$ cat src/logic/label_overlay_pkg.sv
// Shared constants for the video label overlay
package label_overlay_pkg;
  // -----------------------------------------------------------------
  // Register map (byte addresses)
  // -----------------------------------------------------------------
  localparam int ADDR_W = 8;
  localparam logic [7:0] OFF_CTRL = 8'h00;
  localparam logic [7:0] OFF_FONT = 8'h04;
  localparam logic [7:0] OFF_PAGE = 8'h08;
  localparam logic [7:0] OFF_CHAR = 8'h0C;
  localparam logic [7:0] OFF_STAT = 8'h10;
  // Label readback window: any address with bit 7 set, word index in [6:2]
  localparam int LBL_WIN_BIT = 7;
  // -----------------------------------------------------------------
  // Fields
  // -----------------------------------------------------------------
  localparam int CTRL_MODE_LSB = 0;
  localparam int CTRL_SRC_BIT = 2;
  localparam int CTRL_FMT_LSB = 4;
  localparam int STAT_BUSY_BIT = 0;
  localparam int STAT_GEN_BIT = 1;
  localparam int STAT_REF_BIT = 2;
  localparam logic [1:0] MODE_DIS = 2'h0;
  localparam logic [1:0] MODE_EN = 2'h1;
  localparam logic [1:0] MODE_AUTO = 2'h2;
  // -----------------------------------------------------------------
  // Values after reset and fixed codes
  // -----------------------------------------------------------------
  localparam logic [1:0] MODE_RST = MODE_DIS;
  localparam logic [15:0] FONT_CP1252 = 16'h04E4;
  localparam logic [15:0] FONT_RST = FONT_CP1252;
  localparam logic [3:0] FMT_RST = 4'h0;
  localparam logic [7:0] CHAR_NUL = 8'h00;
  localparam logic [7:0] CHAR_LF = 8'h0A;
  localparam logic [7:0] CHAR_SPACE = 8'h20;
  localparam logic [7:0] CHAR_DEL = 8'h7F;
  localparam int LBL_LEN = 32;
  localparam int PAGE_LEN = 16;
  localparam int GLYPH_W = 8;
  localparam int GLYPH_H = 8;
  localparam int TEXT_LINES = 2;
endpackage : label_overlay_pkg

$ cat src/logic/video_label_overlay.sv
// Label store, APB register slave, source select and label rasterizer
//
// The APB interface to the registers and the address map are this design's own decisions.
`timescale 1ns/1ns
module video_label_overlay
  import label_overlay_pkg::*;
#(
  parameter int PIX_W = 10,
  parameter int FMT_W = 4
)
(
  input wire logic CLK_SYS,
  input wire logic RST,
  input wire logic PSEL,
  input wire logic PENABLE,
  input wire logic PWRITE,
  input wire logic [label_overlay_pkg::ADDR_W-1:0] PADDR,
  input wire logic [31:0] PWDATA,
  output logic [31:0] PRDATA,
  output logic PREADY,
  output logic PSLVERR,
  input wire logic FLASH_BUSY,
  input wire logic EXT_PRESENT,
  input wire logic [FMT_W-1:0] EXT_FORMAT,
  input wire logic [PIX_W-1:0] EXT_Y,
  input wire logic [PIX_W-1:0] GEN_Y,
  input wire logic VID_DE,
  input wire logic VID_LS,
  input wire logic VID_FS,
  output logic [PIX_W-1:0] VID_Y,
  output logic VID_DE_OUT,
  output logic GEN_ACTIVE,
  output logic [FMT_W-1:0] GEN_FORMAT
);
  import label_overlay_pkg::*;

  localparam logic [PIX_W-1:0] OVL_LEVEL = {2'b11, {(PIX_W - 2){1'b0}}};

  function automatic logic at(input logic [7:0] a, input logic [7:0] off);
    return a == off;
  endfunction : at

  // -----------------------------------------------------------------
  // Register state
  // -----------------------------------------------------------------
  logic [1:0] mode, next_mode;
  logic src_gen, next_src_gen;
  logic [FMT_W-1:0] gen_fmt, next_gen_fmt;
  logic [15:0] font, next_font;
  logic page, next_page;
  logic [4:0] slot, next_slot;
  logic refused, next_refused;
  logic [LBL_LEN-1:0][7:0] label, next_label;
  logic [31:0] next_prdata;
  logic next_pready, next_pslverr;
  logic setup, wr, mapped, text_wr, char_wr;
  logic [4:0] wr_ptr;
  logic [31:0] rd_value;

  always_comb
  begin
    setup = PSEL && !PENABLE;
    wr = PSEL && PENABLE && PREADY && PWRITE;
    mapped = at(PADDR, OFF_CTRL) || at(PADDR, OFF_FONT) || at(PADDR, OFF_PAGE)
             || at(PADDR, OFF_CHAR) || at(PADDR, OFF_STAT) || PADDR[LBL_WIN_BIT];
    text_wr = wr && (at(PADDR, OFF_PAGE) || at(PADDR, OFF_CHAR));
    char_wr = wr && at(PADDR, OFF_CHAR) && !FLASH_BUSY && (slot < 5'(PAGE_LEN));
    wr_ptr = {page, slot[3:0]};
    rd_value = 32'h0000_0000;
    if (PADDR[LBL_WIN_BIT])
      rd_value[7:0] = label[PADDR[6:2]];
    else if (at(PADDR, OFF_CTRL))
    begin
      rd_value[CTRL_MODE_LSB +: 2] = mode;
      rd_value[CTRL_SRC_BIT] = src_gen;
      rd_value[CTRL_FMT_LSB +: FMT_W] = gen_fmt;
    end
    else if (at(PADDR, OFF_FONT))
      rd_value[15:0] = font;
    else if (at(PADDR, OFF_PAGE))
      rd_value[5:0] = {slot, page};
    else if (at(PADDR, OFF_STAT))
    begin
      rd_value[STAT_BUSY_BIT] = FLASH_BUSY;
      rd_value[STAT_GEN_BIT] = GEN_ACTIVE;
      rd_value[STAT_REF_BIT] = refused;
    end
    next_mode = mode;
    next_src_gen = src_gen;
    next_gen_fmt = gen_fmt;
    next_font = font;
    next_page = page;
    next_slot = slot;
    next_refused = refused;
    next_label = label;
    // Zero wait states; ready registered so it drops after each access
    next_pready = setup;
    next_prdata = PRDATA;
    next_pslverr = PSLVERR;
    if (setup)
    begin
      next_prdata = rd_value;
      next_pslverr = !mapped;
    end
    if (wr && at(PADDR, OFF_CTRL))
    begin
      next_mode = PWDATA[CTRL_MODE_LSB +: 2];
      next_src_gen = PWDATA[CTRL_SRC_BIT];
      next_gen_fmt = PWDATA[CTRL_FMT_LSB +: FMT_W];
    end
    if (wr && at(PADDR, OFF_FONT) && (PWDATA[15:0] == FONT_CP1252))
      next_font = PWDATA[15:0];
    if (wr && at(PADDR, OFF_PAGE) && !FLASH_BUSY)
    begin
      next_page = PWDATA[0];
      next_slot = 5'h00;
    end
    // Only supplied positions change; the rest keep older text
    if (char_wr)
    begin
      next_label[wr_ptr] = PWDATA[7:0];
      next_slot = slot + 5'h01;
    end
    // Set wins over a same-cycle clear
    if (wr && at(PADDR, OFF_STAT) && PWDATA[STAT_REF_BIT])
      next_refused = 1'b0;
    if (text_wr && FLASH_BUSY)
      next_refused = 1'b1;
  end

  always_ff @(posedge CLK_SYS)
  begin
    if (RST)
    begin
      mode <= MODE_RST;
      src_gen <= 1'b0;
      gen_fmt <= FMT_RST;
      font <= FONT_RST;
      page <= 1'b0;
      slot <= 5'h00;
      refused <= 1'b0;
      label <= '0;
      PRDATA <= 32'h0000_0000;
      PREADY <= 1'b0;
      PSLVERR <= 1'b0;
    end
    else
    begin
      mode <= next_mode;
      src_gen <= next_src_gen;
      gen_fmt <= next_gen_fmt;
      font <= next_font;
      page <= next_page;
      slot <= next_slot;
      refused <= next_refused;
      label <= next_label;
      PRDATA <= next_prdata;
      PREADY <= next_pready;
      PSLVERR <= next_pslverr;
    end
  end

  // -----------------------------------------------------------------
  // Source select and raster position
  // -----------------------------------------------------------------
  logic gen_act;
  logic [FMT_W-1:0] last_fmt, next_last_fmt;
  logic [11:0] px, next_px;
  logic [10:0] py, next_py;
  logic [PIX_W-1:0] src_y;

  always_comb
  begin
    gen_act = src_gen || !EXT_PRESENT;
    src_y = gen_act ? GEN_Y : EXT_Y;
    // Fallback keeps the format of the last external source seen
    next_last_fmt = EXT_PRESENT ? EXT_FORMAT : last_fmt;
    next_px = px;
    next_py = py;
    if (VID_DE)
      next_px = px + 12'h001;
    if (VID_LS)
    begin
      next_px = 12'h000;
      next_py = py + 11'h001;
    end
    if (VID_FS)
      next_py = 11'h000;
  end

  always_ff @(posedge CLK_SYS)
  begin
    if (RST)
    begin
      last_fmt <= FMT_RST;
      px <= 12'h000;
      py <= 11'h000;
    end
    else
    begin
      last_fmt <= next_last_fmt;
      px <= next_px;
      py <= next_py;
    end
  end

  // -----------------------------------------------------------------
  // Label rasterizer
  // -----------------------------------------------------------------
  logic [5:0] term_idx, lf_idx, base, stop, idx;
  logic in_box, vis, bit_on, glyph_hit, show;

  label_layout u_layout (
    .chars(label),
    .term_idx(term_idx),
    .lf_idx(lf_idx)
  );

  always_comb
  begin
    in_box = (py < 11'(GLYPH_H * TEXT_LINES)) && (px < 12'(GLYPH_W * LBL_LEN));
    // First text line stops at the first line feed or the terminator
    base = 6'h00;
    stop = (lf_idx < term_idx) ? lf_idx : term_idx;
    if (py[3])
    begin
      base = lf_idx + 6'h01;
      stop = (lf_idx < term_idx) ? term_idx : 6'h00;
    end
    idx = base + {1'b0, px[7:3]};
    vis = in_box && (idx < stop);
  end

  label_glyph u_glyph (
    .code(label[idx[4:0]]),
    .row(py[2:0]),
    .col(px[2:0]),
    .pix(bit_on)
  );

  always_comb
  begin
    glyph_hit = VID_DE && vis && bit_on;
    case (mode)
      MODE_EN: show = 1'b1;
      MODE_AUTO: show = gen_act;
      MODE_DIS: show = 1'b0;
      default: show = 1'b0;
    endcase
  end

  always_ff @(posedge CLK_SYS)
  begin
    if (RST)
    begin
      VID_Y <= '0;
      VID_DE_OUT <= 1'b0;
      GEN_ACTIVE <= 1'b0;
      GEN_FORMAT <= FMT_RST;
    end
    else
    begin
      VID_Y <= (show && glyph_hit) ? OVL_LEVEL : src_y;
      VID_DE_OUT <= VID_DE;
      GEN_ACTIVE <= gen_act;
      GEN_FORMAT <= src_gen ? gen_fmt : last_fmt;
    end
  end

  // -----------------------------------------------------------------
  // Checks
  // -----------------------------------------------------------------
  a_mode_on: assert property (@(posedge CLK_SYS) disable iff (RST)
    (mode == MODE_EN && glyph_hit) |=> (VID_Y == OVL_LEVEL))
    else $error("enabled mode did not draw label");
  a_mode_off: assert property (@(posedge CLK_SYS) disable iff (RST)
    (mode == MODE_DIS) |=> (VID_Y == $past(src_y)))
    else $error("disabled mode altered video");
  a_auto_ext: assert property (@(posedge CLK_SYS) disable iff (RST)
    (mode == MODE_AUTO && !src_gen && EXT_PRESENT) |=> (VID_Y == $past(EXT_Y)))
    else $error("auto mode drew label on external video");
  a_page_store: assert property (@(posedge CLK_SYS) disable iff (RST)
    (char_wr && page) |=> (label[$past(wr_ptr)] == $past(PWDATA[7:0])) && $past(wr_ptr[4]))
    else $error("page 1 code not stored in upper half");
  a_flash_lock: assert property (@(posedge CLK_SYS) disable iff (RST)
    (text_wr && FLASH_BUSY) |=> ($stable(label) && $stable(slot) && refused))
    else $error("label changed while flash busy");
  a_term_hide: assert property (@(posedge CLK_SYS) disable iff (RST)
    glyph_hit |-> (idx < term_idx))
    else $error("character drawn past terminator");
  a_line_two: assert property (@(posedge CLK_SYS) disable iff (RST)
    (vis && py[3]) |-> (lf_idx < term_idx) && (idx > lf_idx))
    else $error("second line without first line feed");
  a_font_keep: assert property (@(posedge CLK_SYS) disable iff (RST)
    (wr && at(PADDR, OFF_FONT) && PWDATA[15:0] != FONT_CP1252) |=> $stable(font))
    else $error("unsupported font accepted");
  a_fallback: assert property (@(posedge CLK_SYS) disable iff (RST)
    (!EXT_PRESENT) |=> GEN_ACTIVE ##0 (VID_Y == $past(GEN_Y) || VID_Y == OVL_LEVEL))
    else $error("generator not driving on lost input");
endmodule : video_label_overlay

$ cat src/logic/label_glyph.sv
// Glyph generator for one label character cell
`timescale 1ns/1ns
module label_glyph
  import label_overlay_pkg::*;
(
  input wire logic [7:0] code,
  input wire logic [2:0] row,
  input wire logic [2:0] col,
  output logic pix
);
  logic printable;
  // Procedural stand-in for the code page 1252 bitmap table; control
  // codes, including surplus line feeds, draw as blank cells
  always_comb
  begin
    printable = (code >= CHAR_SPACE) && (code != CHAR_DEL);
    pix = printable && (row != 3'h0) && (row != 3'h7) && (col != 3'h7)
          && (code[col] ^ row[0]);
  end
endmodule : label_glyph

$ cat src/logic/label_layout.sv
// Finds the string end and the first line feed in the stored label
`timescale 1ns/1ns
module label_layout
  import label_overlay_pkg::*;
(
  input wire logic [31:0][7:0] chars,
  output logic [5:0] term_idx,
  output logic [5:0] lf_idx
);
  // Scan downward so the lowest position wins; 32 means none found
  always_comb
  begin
    term_idx = 6'(LBL_LEN);
    lf_idx = 6'(LBL_LEN);
    for (int i = LBL_LEN - 1; i >= 0; i--)
    begin
      if (chars[i] == CHAR_NUL)
        term_idx = 6'(i);
      if (chars[i] == CHAR_LF)
        lf_idx = 6'(i);
    end
  end
endmodule : label_layout

$ cat config.mk
export PLATFORM = sky130hd
export DESIGN_NAME = video_label_overlay
export DESIGN_NICKNAME = d
export VERILOG_FILES = /design/src/logic/label_overlay_pkg.sv /design/src/logic/video_label_overlay.sv /design/src/logic/label_glyph.sv /design/src/logic/label_layout.sv
export SDC_FILE = /design/constraint.sdc
export NUM_CORES = 1
export LEC_CHECK = 0
export BUFFER_PORTS_ARGS = -buffer_cell sky130_fd_sc_hd__buf_4
export CAP_MARGIN = 40
export CORE_MARGIN = 5
export CORE_UTILIZATION = 55
export DETAILED_ROUTE_END_ITERATION = 8
export PLACE_DENSITY = 0.73
export RECOVER_POWER = 100
export REMOVE_ABC_BUFFERS = 1
export SLEW_MARGIN = 20
export SYNTH_ARGS = -nofsm -noshare
export SYNTH_HDL_FRONTEND = slang
export SYNTH_HIERARCHICAL = 1
export SYNTH_SLANG_ARGS = --single-unit
export TNS_END_PERCENT = 20
$ cat constraint.sdc
create_clock -name CLK_SYS -period 9.8 [get_ports CLK_SYS]
set_clock_uncertainty 0.1 [all_clocks]
set_input_delay 2.94 -clock CLK_SYS [delete_from_list [all_inputs] [get_ports CLK_SYS]]
set_output_delay 2.94 -clock CLK_SYS [all_outputs]
set_load 0.01 [all_outputs]
==> summary.txt <==
Die
  – DIE AREA: 39700 sq um
  – I/O Pins: 124
  – Placeable core area: 35500 sq um
  – Std cell rows: 69
  – Die Wd: 199 um
  – Die H: 199 um
  – Starting density of the core: 55.5%

Placed design
  – Placed Area: 20400 sq um
  – Routability cong.: 1.03
  – Pre-CTS setup slack: 1880 ps
  – Post-DP HPWL: 45100 um
  – Cells after DPL: 2697
  – Port Buffer Count: 91

Timing
  – Final Critical Period: 8920 ps
  – Max-slew violations: 538
  – Rel. slew slack: -140%
  – Worst-Margin Slew: 3590 ps
  – Final worst slack: 876 ps
  – Final Setup Violations: 0
  – Fin Setup TNS: 0 ps
  – Unrepaired setup endpoints after global routing: false
  – Fmax: 0.112 GHz
  – Period utilization: 91.1%
  – Hold WS: 350 ps
  – Endpoints failing hold: 0

Power and ir drop
  – P_leak: 7.19 nW
  – Total power: 3.16 mW
  – PwrDens: 147 nW/um^2
  – Peak supply drop: 0.000133 V

Clock tree
  – Root Driver: clkbuf_16
  – Post-CTS Hold Buffers: 0
  – Worst skew pair latency: 560 ps
  – TritonCTS clock tree: built
  – H-tree depth: 2
  – Setup bufs post-CTS: 0
  – Clock transition at the registers of the reported paths: 60 ps
  – Clock sinks: 347
  – Clock buffer depth: 3
  – Post_cts resized: 0
  – TritonCTS Buffers: 39

Setup path
  – R2r setup slk: 1170 ps
  – Most Frequent Cell on Critical Path: clkbuf_1
  – CP max-delay cell: clkbuf_1
  – Crit-path max FO: 40
  – FF-to-FF End: VID_Y[2]
  – CP Data Required Time: 9970 ps
  – Crit path DAT: 9090 ps
  – Critical path cell sequence: clkbuf_1 > or4_1 > or4_1 > nor3_4 > clkbuf_1 > clkbuf_1 > nand2_1 > nand2_1 > a21oi_1
  – R2R depth: 24
  – CP peak stage delay: 1690 ps
  – Crit path launch type: input pin
  – Crit end category: flip-flop
  – R2R Path Start: label[184]
  – Worst Path Class, Setup: in2reg
  – Delay-heaviest family, CP: buffers and inverters
  – CP Buf/Inv Count: 3

Detailed routing
  – Via count: 18.8k
  – Drt pass-1 iters: 6
  – Vias per cell: 6.80
  – Routed Antenna Nets: 0
  – DRT iter0 DRCs: 2776
  – DRC viols: 0
  – Post-Route WL: 66400 um
  – Wirelength per Cell: 24.0 um

Yosys
  – Most frequent cell after synthesis: nand2_1
  – Post-synth ARST share: 0%
  – Post-Syn Area: 19700 sq um
  – Post-synthesis cell type with the largest combined area: dfxtp_1
  – Top_reg_cell synth: dfxtp_1
  – Syn Inst Count: 2306
  – Post-synth EDFFs: 0
  – Main area contributors after synthesis: dfxtp_1 35%, mux4_2 16%, nand3_1 8.1%
  – Register area share after synthesis: 35.3%
  – Top post-synthesis cells by count: 350 x nand2_1, 347 x dfxtp_1, 318 x nand3_1, 308 x a21oi_1, 158 x nor2_1
  – Yosys cell types: 76
  – Synth Area per Inst: 8.54 sq um
  – Yosys warning total: 6
  – Synth top area share: 35.3%
  – #FFs+latches synth: 347

Final layout
  – Net count reported at finish: 2378
  – Ant diodes: 0
  – Final Core Density: 60.7%
  – Layout cell share with drive strength beyond 1: 13.4%
  – Cell area after layout: 21500 sq um
  – Area Growth Syn to Fin: 9.40%
  – Final cell count without fillers: 2768
  – Fillers: 3080

Hold path
  – Hold crit path type: reg2reg
  – WHS Path Cells: 1
  – Hold_sp: font[2]
  – Worst hold path endpoint: font[2]

Run status
  – Outcome: complete, but fails checks
  – Failing checks: max-capacitance violations, max-slew violations

Global routing
  – Grt ovf: 0
  – GRT Total Usage: 32.4%
  – Vias in the first global route: 17.3k
  – Initial antenna violation count: 2
  – First-pass GRT wire length: 101000 um
  – Largest net degree at the start of global routing: 160

Flow run
  – Max-cap violations: 10
==> layout make-up <==
| cell class | instances | area [sq um] | share of cell area (%) |
|---|---|---|---|
| well taps | 461 | 577 | 2.68 |
| flip-flops and latches | 347 | 6950 | 32.2 |
| inverters | 22 | 82.6 | 0.383 |
| repair buffers | 120 | 736 | 3.42 |
| clock buffers | 54 | 1140 | 5.31 |
| clock inverters | 15 | 244 | 1.13 |
| multi-input cells | 1749 | 11800 | 54.8 |
==> worst max path at each step <==
stage | endpoint | depth (start not counted) | slack, ps | startpoint
CTS | VID_Y[2] | 24 | 1850 | label[184]
global route | PRDATA[6] | 7 | 710 | RST
floorplan | VID_Y[0] | 21 | 2290 | label[248]
finish | label[18] | 9 | 880 | PADDR[5]
detailed placement | VID_Y[2] | 24 | 1880 | label[184]
global placement | VID_Y[2] | 24 | 2010 | label[184]
==> power by group <==
part	total (mW)	internal, mW	switching, mW
clock	1.59	0.977	0.615
combinational	0.147	0.0424	0.104
sequential	1.42	1.42	0.00309
==> layer usage <==
metal / track usage [%] / up-vias / wire length, um
met4: 11.5 / 4 / 2610
li1: - / 8347 / -
met5: 0 / - / 15
met3: 7.96 / 175 / 8790
met2: 48.5 / 1272 / 29400
met1: 46.0 / 9012 / 25600
==> layout by cell type (no fill, tap or decap), types with 5 or more instances in the layout <==
cell type and n:
mux4_2 136, bufinv_16 6, and3_1 12, nor3_1 13, conb_1 16, nor2_1 157, a211oi_1 5, a21oi_1 308
clkbuf_1 53, nor4_1 36, clkbuf_16 41, o21ai_0 18, xor2_1 19, clkbuf_8 7, nor4_2 5, and2_1 9
nor2b_1 11, xnor2_1 9, a32oi_1 8, and4_1 8, ha_1 23, a22oi_1 32, and2_0 10, o211ai_1 6
nand2b_1 18, buf_4 69, nand3_1 318, mux2i_1 45, clkinv_2 7, nand2_1 366, inv_1 21, dfxtp_1 347
nand4_1 55, o21a_1 8, a31oi_1 13
==> sequential cells by signal, summed over array words and instances, names as in the netlist <==
register    count
label         256
PRDATA         16
font           16
px             12
py             11
VID_Y          10
slot            5
GEN_FORMAT      4
gen_fmt         4
last_fmt        4
mode            2
GEN_ACTIVE      1
PREADY          1
PSLVERR         1
VID_DE_OUT      1
page            1
refused         1
src_gen         1
==> kinds of logic after synthesis <==
family	Yosys count	synth area share [%]
multiplexers	187	18.3
XOR/XNOR	29	1.29
AND/OR/NAND/NOR	1059	25.9
AO/OA/AOI/OAI	433	12.6
buffers and inverters	225	4.94
other	1	0.0190
adder cells (fa/ha/maj)	25	1.63
flip-flops	347	35.3
Note: power is estimated with default switching activity, not from simulation.
